--- src/common/dsw_pkg.sv ---
// Purpose: Shared constants and types for the drive status word block
// Assumes: 32-bit APB, one aligned word per register
// Notes:   Offsets are byte addresses

package dsw_pkg;

	// Register byte offsets
	localparam logic [7:0] DSW_OFF_STATUS   = 8'h00;
	localparam logic [7:0] DSW_OFF_PROFILE  = 8'h04;
	localparam logic [7:0] DSW_OFF_SPEEDREF = 8'h08;
	localparam logic [7:0] DSW_OFF_FREQFB   = 8'h0c;
	localparam logic [7:0] DSW_OFF_SPDPCT   = 8'h10;
	localparam logic [7:0] DSW_OFF_FBPCT    = 8'h14;

	// Status word bit positions
	localparam int DSW_B_CTRL_RDY  = 0;
	localparam int DSW_B_DRV_RDY   = 1;
	localparam int DSW_B_ENABLE    = 2;
	localparam int DSW_B_TRIP      = 3;
	localparam int DSW_B_ERROR     = 4;
	localparam int DSW_B_RSVD      = 5;
	localparam int DSW_B_TRIPLOCK  = 6;
	localparam int DSW_B_WARNING   = 7;
	localparam int DSW_B_SPD_MATCH = 8;
	localparam int DSW_B_BUS_CTRL  = 9;
	localparam int DSW_B_FREQ_OK   = 10;
	localparam int DSW_B_RUNNING   = 11;
	localparam int DSW_B_AUTO_STOP = 12;
	localparam int DSW_B_VOLT_EXC  = 13;
	localparam int DSW_B_CURR_EXC  = 14;
	localparam int DSW_B_THERM_EXC = 15;

	// Scaling: 16384 is 100 percent
	localparam logic signed [15:0] DSW_FULL_SCALE = 16'sh4000;
	localparam logic signed [15:0] DSW_PCT_100    = 16'sh0064;
	localparam logic [7:0]  DSW_PROFILE_NATIVE = 8'h00;
	localparam logic [7:0]  DSW_PROFILE_RST    = 8'h00;
	localparam logic [15:0] DSW_WORD_RST       = 16'h0000;
	localparam logic [31:0] DSW_RDATA_ZERO     = 32'h0000_0000;

	// Raw drive conditions feeding the status word
	typedef struct packed {
		logic therm_timer_a_over;
		logic therm_timer_b_over;
		logic current_over_limit;
		logic dc_under;
		logic dc_over;
		logic overtemp_auto_stop;
		logic start_no_coast;
		logic freq_at_low_limit;
		logic freq_at_high_limit;
		logic local_or_off;
		logic speed_eq_ref;
		logic warning_any;
		logic triplock;
		logic error_no_trip;
		logic tripped;
		logic motor_released;
		logic drive_ready;
		logic control_ready;
	} dsw_cond_t;

	// APB request
	typedef struct packed {
		logic        psel;
		logic        penable;
		logic        pwrite;
		logic [7:0]  paddr;
		logic [31:0] pwdata;
	} dsw_apb_req_t;

endpackage

--- src/verilog/dsw_status_word.sv ---
// Purpose: Drive status word and relative speed scaling, APB register bank
// Assumes: Condition inputs are synchronous to i_clk
// Notes:   Zero wait state slave, pready always high

`timescale 1ns/1ns
`default_nettype none

// Summary of operation
// - Bit 00 is one when control is ready, zero when tripped.
// - Bit 01 is one when drive is ready, even under coast.
// - Bit 02 is zero while coasting, one when start would run.
// - Bit 03 is one while tripped until reset restores operation.
// - Bit 04 is one on an error that causes no trip.
// - Bit 05 is reserved and carries no meaning.
// - Bit 06 is one while tripped and locked.
// - Bit 07 is one whenever any warning is present.
// - Bit 08 is one when motor speed equals reference.
// - Bit 09 is one when bus control is permitted.
// - Bit 10 is one while frequency lies within its limits.
// - Bit 11 is one with start signal and no coast.
// - Bit 12 is one during temporary overtemperature stop.
// - Bit 13 is one when DC link voltage is out of range.
// - Bit 14 is one when motor current exceeds its limit.
// - Bit 15 is one when either thermal timer exceeds 100 percent.
// - Layout applies only when the native drive profile, value 0, is selected.
// - Speed reference is one 16-bit word of full-scale percentage.
// - Integer 16384 represents exactly 100 percent, linear.
// - Negative reference means reverse, in two's complement.
// - Frequency feedback uses the same signed scaling as the reference.
module dsw_status_word
(
	input  wire logic                  i_clk,
	input  wire logic                  i_rst_b,
	input  wire dsw_pkg::dsw_cond_t    i_cond,
	input  wire logic signed [15:0]    i_freq_feedback,
	input  wire dsw_pkg::dsw_apb_req_t i_apb,
	output logic                       o_pready,
	output logic                       o_pslverr,
	output logic [31:0]                o_prdata,
	output logic [15:0]                o_drive_status_word,
	output logic signed [15:0]         o_speed_reference,
	output logic                       o_native_profile
);
	import dsw_pkg::*;

	logic [15:0]        status_d;
	logic [15:0]        status_q;
	logic [7:0]         profile_q;
	logic signed [15:0] speed_ref_q;
	logic signed [15:0] freq_fb_q;
	logic [31:0]        rdata_d;
	logic               wr_en;
	logic               rd_en;
	logic               addr_ok;

	// Scale a signed relative word to whole percent, truncated toward zero
	function automatic logic signed [15:0] dsw_to_pct(input logic signed [15:0] w);
		logic signed [31:0] prod;
		prod = 32'(w) * 32'(DSW_PCT_100);
		return 16'(prod / 32'(DSW_FULL_SCALE));
	endfunction

	// Bus decode, zero wait states
	assign o_pready  = 1'b1;
	assign wr_en     = i_apb.psel & i_apb.penable & i_apb.pwrite;
	assign rd_en     = i_apb.psel & ~i_apb.penable & ~i_apb.pwrite;
	assign addr_ok   = (i_apb.paddr == DSW_OFF_STATUS) | (i_apb.paddr == DSW_OFF_PROFILE)
		| (i_apb.paddr == DSW_OFF_SPEEDREF) | (i_apb.paddr == DSW_OFF_FREQFB)
		| (i_apb.paddr == DSW_OFF_SPDPCT) | (i_apb.paddr == DSW_OFF_FBPCT);
	assign o_pslverr = i_apb.psel & i_apb.penable & ~addr_ok;
	assign o_native_profile = (profile_q == DSW_PROFILE_NATIVE);

	// Status word assembly from drive conditions
	always_comb
	begin
		status_d = DSW_WORD_RST;
		status_d[DSW_B_CTRL_RDY]  = i_cond.control_ready & ~i_cond.tripped;
		status_d[DSW_B_DRV_RDY]   = i_cond.drive_ready;
		status_d[DSW_B_ENABLE]    = ~i_cond.motor_released;
		status_d[DSW_B_TRIP]      = i_cond.tripped;
		status_d[DSW_B_ERROR]     = i_cond.error_no_trip;
		status_d[DSW_B_RSVD]      = 1'b0;
		status_d[DSW_B_TRIPLOCK]  = i_cond.triplock;
		status_d[DSW_B_WARNING]   = i_cond.warning_any;
		status_d[DSW_B_SPD_MATCH] = i_cond.speed_eq_ref;
		status_d[DSW_B_BUS_CTRL]  = ~i_cond.local_or_off;
		status_d[DSW_B_FREQ_OK]   = ~(i_cond.freq_at_low_limit | i_cond.freq_at_high_limit);
		status_d[DSW_B_RUNNING]   = i_cond.start_no_coast;
		status_d[DSW_B_AUTO_STOP] = i_cond.overtemp_auto_stop;
		status_d[DSW_B_VOLT_EXC]  = i_cond.dc_under | i_cond.dc_over;
		status_d[DSW_B_CURR_EXC]  = i_cond.current_over_limit;
		status_d[DSW_B_THERM_EXC] = i_cond.therm_timer_a_over | i_cond.therm_timer_b_over;
		if (profile_q != DSW_PROFILE_NATIVE)
		begin
			status_d = DSW_WORD_RST;
		end
	end

	// Status word register, updated every clock
	always_ff @(posedge i_clk)
	begin
		if (!i_rst_b)
			status_q <= DSW_WORD_RST;
		else
			status_q <= status_d;
	end

	// Frequency feedback word, same scaling as the reference
	always_ff @(posedge i_clk)
	begin
		if (!i_rst_b)
			freq_fb_q <= 16'sh0000;
		else
			freq_fb_q <= i_freq_feedback;
	end

	// Protocol selection register
	always_ff @(posedge i_clk)
	begin
		if (!i_rst_b)
			profile_q <= DSW_PROFILE_RST;
		else if (wr_en && i_apb.paddr == DSW_OFF_PROFILE)
			profile_q <= i_apb.pwdata[7:0];
	end

	// Bus speed reference, one signed 16-bit word
	always_ff @(posedge i_clk)
	begin
		if (!i_rst_b)
			speed_ref_q <= 16'sh0000;
		else if (wr_en && i_apb.paddr == DSW_OFF_SPEEDREF)
			speed_ref_q <= i_apb.pwdata[15:0];
	end

	// Read mux
	always_comb
	begin
		rdata_d = DSW_RDATA_ZERO;
		unique case (i_apb.paddr)
			DSW_OFF_STATUS:   rdata_d = {16'h0000, status_q};
			DSW_OFF_PROFILE:  rdata_d = {24'h000000, profile_q};
			DSW_OFF_SPEEDREF: rdata_d = {16'h0000, speed_ref_q};
			DSW_OFF_FREQFB:   rdata_d = {16'h0000, freq_fb_q};
			DSW_OFF_SPDPCT:   rdata_d = {16'h0000, dsw_to_pct(speed_ref_q)};
			DSW_OFF_FBPCT:    rdata_d = {16'h0000, dsw_to_pct(freq_fb_q)};
			default:          rdata_d = DSW_RDATA_ZERO;
		endcase
	end

	// Read data captured in the setup cycle, held through access
	always_ff @(posedge i_clk)
	begin
		if (!i_rst_b)
			o_prdata <= DSW_RDATA_ZERO;
		else if (rd_en)
			o_prdata <= rdata_d;
	end

	assign o_drive_status_word = status_q;
	assign o_speed_reference   = speed_ref_q;

	// Checks
	// Status bit checks look one edge back at the conditions. The edge right after a
	// reset release still shows the reset word, so each check that can require a one wants the previous
	// edge to have been out of reset; otherwise a level held through reset would fire.
	a_trip_bit_follows: assert property (@(posedge i_clk) disable iff (!i_rst_b)
		($past(i_rst_b) && o_native_profile && $past(o_native_profile))
		|-> o_drive_status_word[DSW_B_TRIP] == $past(i_cond.tripped))
		else $error("trip bit mismatch");
	a_ctrl_ready_trip: assert property (@(posedge i_clk) disable iff (!i_rst_b)
		$past(i_cond.tripped) |-> !o_drive_status_word[DSW_B_CTRL_RDY])
		else $error("control ready set while tripped");
	a_reserved_zero: assert property (@(posedge i_clk) disable iff (!i_rst_b)
		o_drive_status_word[DSW_B_RSVD] == 1'b0)
		else $error("reserved bit set");
	a_volt_range_bit: assert property (@(posedge i_clk) disable iff (!i_rst_b)
		($past(i_rst_b) && $past(i_cond.dc_under) && $past(o_native_profile))
		|-> o_drive_status_word[DSW_B_VOLT_EXC])
		else $error("voltage bit missing");
	a_therm_timer_bit: assert property (@(posedge i_clk) disable iff (!i_rst_b)
		($past(i_rst_b) && $past(i_cond.therm_timer_b_over) && $past(o_native_profile))
		|-> o_drive_status_word[DSW_B_THERM_EXC])
		else $error("thermal bit missing");
	a_freq_limit_bit: assert property (@(posedge i_clk) disable iff (!i_rst_b)
		$past(i_cond.freq_at_high_limit) |-> !o_drive_status_word[DSW_B_FREQ_OK])
		else $error("frequency ok while at limit");
	a_profile_gate: assert property (@(posedge i_clk) disable iff (!i_rst_b)
		!$past(o_native_profile) |-> o_drive_status_word == DSW_WORD_RST)
		else $error("status word live under other profile");
	a_bus_ctrl_bit: assert property (@(posedge i_clk) disable iff (!i_rst_b)
		$past(i_rst_b) |-> (($past(i_cond.local_or_off) || !$past(o_native_profile))
		== !o_drive_status_word[DSW_B_BUS_CTRL]))
		else $error("bus control bit wrong");
	a_speed_ref_wr: assert property (@(posedge i_clk) disable iff (!i_rst_b)
		(wr_en && i_apb.paddr == DSW_OFF_SPEEDREF) |=> o_speed_reference == $past(i_apb.pwdata[15:0]))
		else $error("speed reference not stored");
	a_fb_copy: assert property (@(posedge i_clk) disable iff (!i_rst_b)
		$past(i_rst_b) |-> freq_fb_q == $past(i_freq_feedback))
		else $error("feedback not registered");

	// Remaining status bits, each against the condition seen one edge earlier

	// Control ready shows when control is up and no trip is pending
	a_ctrl_ready_set: assert property (@(posedge i_clk) disable iff (!i_rst_b)
		($past(i_rst_b) && $past(o_native_profile) && $past(i_cond.control_ready)
		&& !$past(i_cond.tripped)) |-> o_drive_status_word[DSW_B_CTRL_RDY])
		else $error("control ready bit missing");

	// Drive ready is independent of any coast request
	a_drv_ready_bit: assert property (@(posedge i_clk) disable iff (!i_rst_b)
		($past(i_rst_b) && $past(o_native_profile))
		|-> o_drive_status_word[DSW_B_DRV_RDY] == $past(i_cond.drive_ready))
		else $error("drive ready bit wrong");

	// Enable bit is the inverse of the motor being released
	a_enable_bit: assert property (@(posedge i_clk) disable iff (!i_rst_b)
		($past(i_rst_b) && $past(o_native_profile))
		|-> o_drive_status_word[DSW_B_ENABLE] == !$past(i_cond.motor_released))
		else $error("enable bit wrong");

	// Error without trip
	a_error_bit: assert property (@(posedge i_clk) disable iff (!i_rst_b)
		($past(i_rst_b) && $past(o_native_profile))
		|-> o_drive_status_word[DSW_B_ERROR] == $past(i_cond.error_no_trip))
		else $error("error bit wrong");

	// Trip and lock
	a_triplock_bit: assert property (@(posedge i_clk) disable iff (!i_rst_b)
		($past(i_rst_b) && $past(o_native_profile))
		|-> o_drive_status_word[DSW_B_TRIPLOCK] == $past(i_cond.triplock))
		else $error("triplock bit wrong");

	// Any warning
	a_warning_bit: assert property (@(posedge i_clk) disable iff (!i_rst_b)
		($past(i_rst_b) && $past(o_native_profile))
		|-> o_drive_status_word[DSW_B_WARNING] == $past(i_cond.warning_any))
		else $error("warning bit wrong");

	// Speed matches reference, low while ramping
	a_speed_match_bit: assert property (@(posedge i_clk) disable iff (!i_rst_b)
		($past(i_rst_b) && $past(o_native_profile))
		|-> o_drive_status_word[DSW_B_SPD_MATCH] == $past(i_cond.speed_eq_ref))
		else $error("speed match bit wrong");

	// Frequency low limit also clears the in-range bit
	a_freq_low_bit: assert property (@(posedge i_clk) disable iff (!i_rst_b)
		$past(i_cond.freq_at_low_limit) |-> !o_drive_status_word[DSW_B_FREQ_OK])
		else $error("frequency ok while at low limit");

	// In range when neither limit is reached
	a_freq_ok_bit: assert property (@(posedge i_clk) disable iff (!i_rst_b)
		($past(i_rst_b) && $past(o_native_profile) && !$past(i_cond.freq_at_low_limit)
		&& !$past(i_cond.freq_at_high_limit)) |-> o_drive_status_word[DSW_B_FREQ_OK])
		else $error("frequency ok bit missing");

	// Start without coast
	a_running_bit: assert property (@(posedge i_clk) disable iff (!i_rst_b)
		($past(i_rst_b) && $past(o_native_profile))
		|-> o_drive_status_word[DSW_B_RUNNING] == $past(i_cond.start_no_coast))
		else $error("running bit wrong");

	// Temporary overtemperature stop
	a_auto_stop_bit: assert property (@(posedge i_clk) disable iff (!i_rst_b)
		($past(i_rst_b) && $past(o_native_profile))
		|-> o_drive_status_word[DSW_B_AUTO_STOP] == $past(i_cond.overtemp_auto_stop))
		else $error("auto stop bit wrong");

	// DC link too high also raises the voltage bit
	a_volt_high_bit: assert property (@(posedge i_clk) disable iff (!i_rst_b)
		($past(i_rst_b) && $past(i_cond.dc_over) && $past(o_native_profile))
		|-> o_drive_status_word[DSW_B_VOLT_EXC])
		else $error("voltage bit missing on high link");

	// Voltage bit quiet while the link is in range
	a_volt_clear_bit: assert property (@(posedge i_clk) disable iff (!i_rst_b)
		(!$past(i_cond.dc_under) && !$past(i_cond.dc_over))
		|-> !o_drive_status_word[DSW_B_VOLT_EXC])
		else $error("voltage bit set in range");

	// Current limit
	a_current_bit: assert property (@(posedge i_clk) disable iff (!i_rst_b)
		($past(i_rst_b) && $past(o_native_profile))
		|-> o_drive_status_word[DSW_B_CURR_EXC] == $past(i_cond.current_over_limit))
		else $error("current bit wrong");

	// The first thermal timer also raises the thermal bit
	a_therm_a_bit: assert property (@(posedge i_clk) disable iff (!i_rst_b)
		($past(i_rst_b) && $past(i_cond.therm_timer_a_over) && $past(o_native_profile))
		|-> o_drive_status_word[DSW_B_THERM_EXC])
		else $error("thermal bit missing on first timer");

	// Thermal bit quiet while both timers are within bounds
	a_therm_clear_bit: assert property (@(posedge i_clk) disable iff (!i_rst_b)
		(!$past(i_cond.therm_timer_a_over) && !$past(i_cond.therm_timer_b_over))
		|-> !o_drive_status_word[DSW_B_THERM_EXC])
		else $error("thermal bit set within bounds");

	// The word leaves reset cleared, whatever the conditions were
	a_status_reset: assert property (@(posedge i_clk) disable iff (!i_rst_b)
		!$past(i_rst_b) |-> o_drive_status_word == DSW_WORD_RST)
		else $error("status word not cleared by reset");

	// Protocol selection follows the last write to it
	a_profile_wr: assert property (@(posedge i_clk) disable iff (!i_rst_b)
		(wr_en && i_apb.paddr == DSW_OFF_PROFILE)
		|=> o_native_profile == ($past(i_apb.pwdata[7:0]) == DSW_PROFILE_NATIVE))
		else $error("profile select not stored");

	// Speed reference holds between writes
	a_speed_ref_hold: assert property (@(posedge i_clk) disable iff (!i_rst_b)
		($past(i_rst_b) && !($past(wr_en) && $past(i_apb.paddr) == DSW_OFF_SPEEDREF))
		|-> $stable(o_speed_reference))
		else $error("speed reference moved without a write");

	// Read data only moves on a read setup, so the master sees it stand
	a_prdata_hold: assert property (@(posedge i_clk) disable iff (!i_rst_b)
		($past(i_rst_b) && !$past(rd_en)) |-> $stable(o_prdata))
		else $error("read data moved outside a read");

	// Full scale reads as one hundred percent
	a_pct_full: assert property (@(posedge i_clk) disable iff (!i_rst_b)
		(speed_ref_q == DSW_FULL_SCALE) |-> dsw_to_pct(speed_ref_q) == DSW_PCT_100)
		else $error("full scale not one hundred percent");

	// A reverse reference never reads as a positive percentage
	a_pct_sign: assert property (@(posedge i_clk) disable iff (!i_rst_b)
		speed_ref_q[15] |-> dsw_to_pct(speed_ref_q) <= 16'sh0000)
		else $error("reverse reference gives positive percent");

endmodule

`default_nettype wire

--- config.mk ---
export PLATFORM = sky130hd
export DESIGN_NAME = dsw_status_word
export DESIGN_NICKNAME = d
export VERILOG_FILES = /design/src/common/dsw_pkg.sv /design/src/verilog/dsw_status_word.sv
export SDC_FILE = /design/constraint.sdc
export NUM_CORES = 1
export LEC_CHECK = 0
export BUFFER_PORTS_ARGS = -buffer_cell sky130_fd_sc_hd__clkbuf_2
export CORE_ASPECT_RATIO = 0.5
export CORE_MARGIN = 2
export CORE_UTILIZATION = 35
export DETAILED_ROUTE_END_ITERATION = 16
export PLACE_DENSITY = 0.65
export SLEW_MARGIN = 10
export SYNTH_ARGS = -nofsm -noshare
export SYNTH_HDL_FRONTEND = slang
export SYNTH_SLANG_ARGS = --single-unit
--- constraint.sdc ---
create_clock -name i_clk -period 9.6 [get_ports i_clk]
set_input_delay 0.96 -clock i_clk [delete_from_list [all_inputs] [get_ports i_clk]]
set_output_delay 0.96 -clock i_clk [all_outputs]
set_load 0.02 [all_outputs]
After elaboration in Yosys (flattened, before gate mapping)
Index checks and enable logic that the tools add are counted.
- register bits: 88
- input port bits: 79
- output and inout bits: 67
- logic and storage cells: 48
- add/subtract/negate cells: 2
- $mul: 2
- equal/unequal tests: 5
- multiplexer cells: 1
- bitwise gates (word level): 24
- reduce and logical (&&, ||, !) cells: 8
- operators with widths (cell ; count):
    $pmux 16 s6 ; 1
    $mul 16x6->22 const B ; 2
    $add 16x1->16 ; 2
    $reduce_or 12->1 ; 2
    $eq 8x4->1 const B ; 2
    $eq 8x5->1 const B ; 2
    $logic_not 8->1 ; 2
    $and 1x1->1 ; 8
    $eq 8x3->1 const B ; 1
    $not 1->1 ; 8
    $or 1x1->1 ; 8
    $reduce_bool 8->1 ; 1
    $logic_and 1x1->1 ; 2
    $reduce_or 2->1 ; 1

Longest topological paths before layout
- word-level depth: 8
- mapped depth: 20
- depth with buffers taken out: 20

Worst setup path after synthesis
Ideal clock, no wire load.
- path type: register to register
- start: reg freq_fb_q[1]
- end: reg o_prdata[10]
- library setup time: 0.061 ns
- arrival: 4.554 ns
- data required time: 9.539 ns
- slack: 4.985 ns
- cell stages (with the launch flop): 19
- path buffers: 0
- clock period less this slack: 4.615 ns
- cells stage by stage: dfxtp_1 ha_1 fa_1 ha_1 ha_1 fa_1 a211oi_1 o211ai_2 and2_1 a31oi_1 o21ai_1 xnor2_1 nor2_1 ha_1 ha_1 and3_2 and4_4 o311ai_4 o221a_1
- word-level cells in the longest chain between the ends: 5
- ends and longest elaborated chain (what ; RTL line ; RTL):
    start: declaration ; dsw_status_word.sv:50 ; logic signed [15:0] freq_fb_q;
    start signal: assignment ; dsw_status_word.sv:114 ; freq_fb_q <= i_freq_feedback;
    $mul 16x6->22 (*) ; dsw_status_word.sv:59 ; prod = 32'(w) * 32'(DSW_PCT_100);
    $reduce_or 12->1 (no source line) ; - ;
    $and 1x1->1 (no source line) ; - ;
    $add 16x1->16 (no source line) (*) ; - ;
    $pmux 16 s6 (*) ; dsw_status_word.sv:139 ; unique case (i_apb.paddr)
    end signal: assignment ; dsw_status_word.sv:156 ; o_prdata <= rdata_d;
    end: declaration ; dsw_status_word.sv:39 ; output logic [31:0] o_prdata,
Every way passes the cells marked *; elsewhere a longest branch is shown, timed or not.
A chain may end at the register's enable or synchronous reset.

Worst setup path after layout
- start: reg freq_fb_q[1]
- end: reg o_prdata[15]
The elaborated chain is that of the path after synthesis.

==> flow_metrics.py <==
metrics = {
    "floorplan": {
        "rows": 36,
        "die-width_microns": 204,
        "die_y_microns": 104,
        "initial_core_util": 0.358,
        "fp.coreArea_sq_mm": 0.0195,
        "io_pins": 146,
        "dieArea_sq_mm": 0.0212,
    },
    "clock_network": {
        "cts_buffer_depth": 2,
        "htree_levels": 3,
        "clock_sinks": 71,
        "cts_setup_buffers": 0,
        "cts-buffers-inserted": 9,
        "path_clk_slew_ps": 60,
        "cts_tree": "built",
        "clockRootBuffer": "clkbuf_16",
        "cts.repair.resized": 0,
        "holdBufCountCts": 0,
        "insertion_delay_ps": 330,
    },
    "synth": {
        "ys.flop_type": "dfxtp_1",
        "synth_most_common_cell": "ha_1",
        "avgSynthCellArea_sq_um": 8.84,
        "synth_common_cells": "ha_1 (108), nand2_1 (76), dfxtp_1 (71)",
        "async_flop_share": 0,
        "synth_fa_ha_area_frac": 0.273,
        "syn-cell-area_sq_mm": 0.00700,
        "syn_inst": 792,
        "synthXorXnorAreaFrac": 0.0501,
        "ys_ff_latch": 71,
        "synthMuxAreaShare": 0.0250,
        "netlist.top_cell.by_area": "dfxtp_1",
        "synth_top_family_by_area": "adder cells",
        "seq_area_frac_synth": 0.203,
        "ys_types": 82,
        "synth-simple-area-share": 0.191,
        "synth_edf_count": 0,
        "synth_compound_area_frac": 0.195,
        "netlist.area_leader.share": 0.203,
        "ys_top_cells_by_area": "dfxtp_1 (20%), ha_1 (19%), fa_1 (8.0%)",
        "yosys_warnings": 0,
    },
    "timing": {
        "tns_ps": 0,
        "slew_viol_final": 0,
        "whs_ps": 485,
        "setup_viol": 0,
        "period_share": 0.568,
        "fmax_ghz": 0.183,
        "post-route-min-period_ps": 5450,
        "rsz0062_at_grt": "false",
        "slew_headroom": 0.362,
        "final_hold_viol_count": 0,
        "clock_skew_ps": 8.90,
        "tightest_slew_ps": 958,
    },
    "placed_design": {
        "io_buffers": 111,
        "hpwl_mm": 14.9,
        "gp_congestion": 0.909,
    },
    "critical_path": {
        "worst_ep_required_time_ps": 9870,
        "path_class": "reg2reg",
        "end_kind": "register",
        "path_max_fanout": 5,
        "reg2reg_slack_ps": 4150,
        "arrival_ps": 5730,
        "start_kind": "register",
    },
    "route": {
        "drt-wirelength-per-cell_microns": 15.9,
        "routed_via_density": 5.36,
        "routed_wl_mm": 18.3,
        "vias": 6159,
        "drtIter0Drc": 341,
        "drt_first_pass_iters": 5,
        "antenna_left": 0,
        "drc_errors": 0,
    },
    "grt": {
        "grt_antenna_before_repair": 0,
        "groute.usage.overall": 0.173,
        "grt_pass1_wl_mm": 30.0,
        "overflow": 0,
        "grt_pass1_vias": 5978,
        "grt_max_degree": 61,
    },
    "min_path": {
        "hold_path.class": "reg2reg",
    },
    "finish": {
        "final_net_count": 1093,
        "syn2layout_area_growth_pct": 13.7,
        "antenna_cells": 0,
        "layout-drive-gt1-share": 0.181,
    },
    "power": {
        "p_leak_nw": 3.83,
        "vdd_ir_drop_max_mv": 0.103,
        "power_density_mw_per_mm2": 110,
    },
    "status": {
        "outcome": "finished clean",
    },
    "run": {
        "maxCapViolations": 0,
    },
}
==> registers in the layout, indices dropped and copies added (netlist names) <==
| signal | count |
|---|---|
| freq_fb_q | 16 |
| o_speed_reference | 16 |
| o_prdata | 16 |
| o_drive_status_word | 15 |
| profile_q | 8 |
==> critical path, stage by stage (launching register included) <==
cell,delay (ps)
dfxtp_1,350
ha_1,320
fa_1,470
ha_1,310
ha_1,230
fa_1,430
a211oi_1,360
o211ai_2,190
and2_1,260
a31oi_1,200
o21ai_1,110
xnor2_1,530
nor2_1,170
ha_1,230
nor3b_1,140
and4_1,260
a311oi_1,490
o21ai_1,230
nand2_1,110
==> metal layers <==
layer	part of all wire	GRT usage
met1	0.44	0.220
met2	0.50	0.311
met3	0.040	0.0166
met4	0.016	0.0471
met5	0	0
==> cell families (layout without fill, tap and decap cells) <==
logic type	after synthesis	after routing
AO/OA/AOI/OAI	184	184
XOR/XNOR	40	40
adder cells (fa/ha/maj)	136	136
buffers and inverters	88	163
flip-flops	71	71
multiplexers	17	17
other	2	18
AND/OR/NAND/NOR	254	254
==> final timing paths <==
| path | from | end | cells past startpoint |
|---|---|---|---|
| max | freq_fb_q[1] | o_prdata[15] | 18 |
| max reg2reg | freq_fb_q[1] | o_prdata[15] | 18 |
| min reg2reg | o_prdata[13] | o_prdata[13] | 2 |
| min | o_prdata[13] | o_prdata[13] | 2 |
==> per-stage QoR <==
| stage | total power, W | utilization | worst slack (ps) | area, sq um | instances |
|---|---|---|---|---|---|
| floorplan | 0.000504 | - | 4990 | 7060 | 808 |
| global placement | 0.000551 | 0.392 | 4240 | 7670 | 1133 |
| detailed placement | 0.000556 | 0.392 | 4250 | 7670 | 1133 |
| CTS | 0.000876 | 0.407 | 4200 | 7960 | 1149 |
| global route | 0.000919 | 0.407 | 3780 | 7960 | 1149 |
| finish | 0.000872 | 0.407 | 4150 | 7960 | 1149 |
==> layout make-up <==
cell class	instances	area [sq um]
timing repair buffer	114	578
inverter	33	124
sequential	71	1420
clock inverter	7	61.3
clock buffer	9	225
multi-input combinational	649	5210
fill	1966	11600
tap	266	333
==> layout by cell type, fill, tap and decap left out, types with 8 or more instances in the layout <==
cell type / n
a211oi_1: 8
a21boi_0: 14
a21o_1: 9
a21oi_1: 35
a221oi_1: 19
a22oi_1: 8
a31oi_1: 10
and2_1: 23
and3_1: 18
clkbuf_16: 9
clkbuf_2: 111
conb_1: 18
dfxtp_1: 71
fa_1: 28
ha_1: 108
inv_1: 33
mux2i_1: 13
nand2_1: 76
nand3_1: 18
nor2_1: 43
nor2b_1: 12
nor3_1: 11
nor4_1: 9
o211ai_1: 10
o21ai_0: 17
xnor2_1: 23
xor2_1: 17
==> power by group <==
part / switching, W / internal [W] / leakage [nW]
Sequential: 0.0000110 / 0.000303 / 0.581
Combinational: 0.000141 / 0.0000970 / 3.11
Clock: 0.000140 / 0.000180 / 0.135
Total: 0.000292 / 0.000580 / 3.83
No activity file was read; power rests on OpenSTA's default activity.
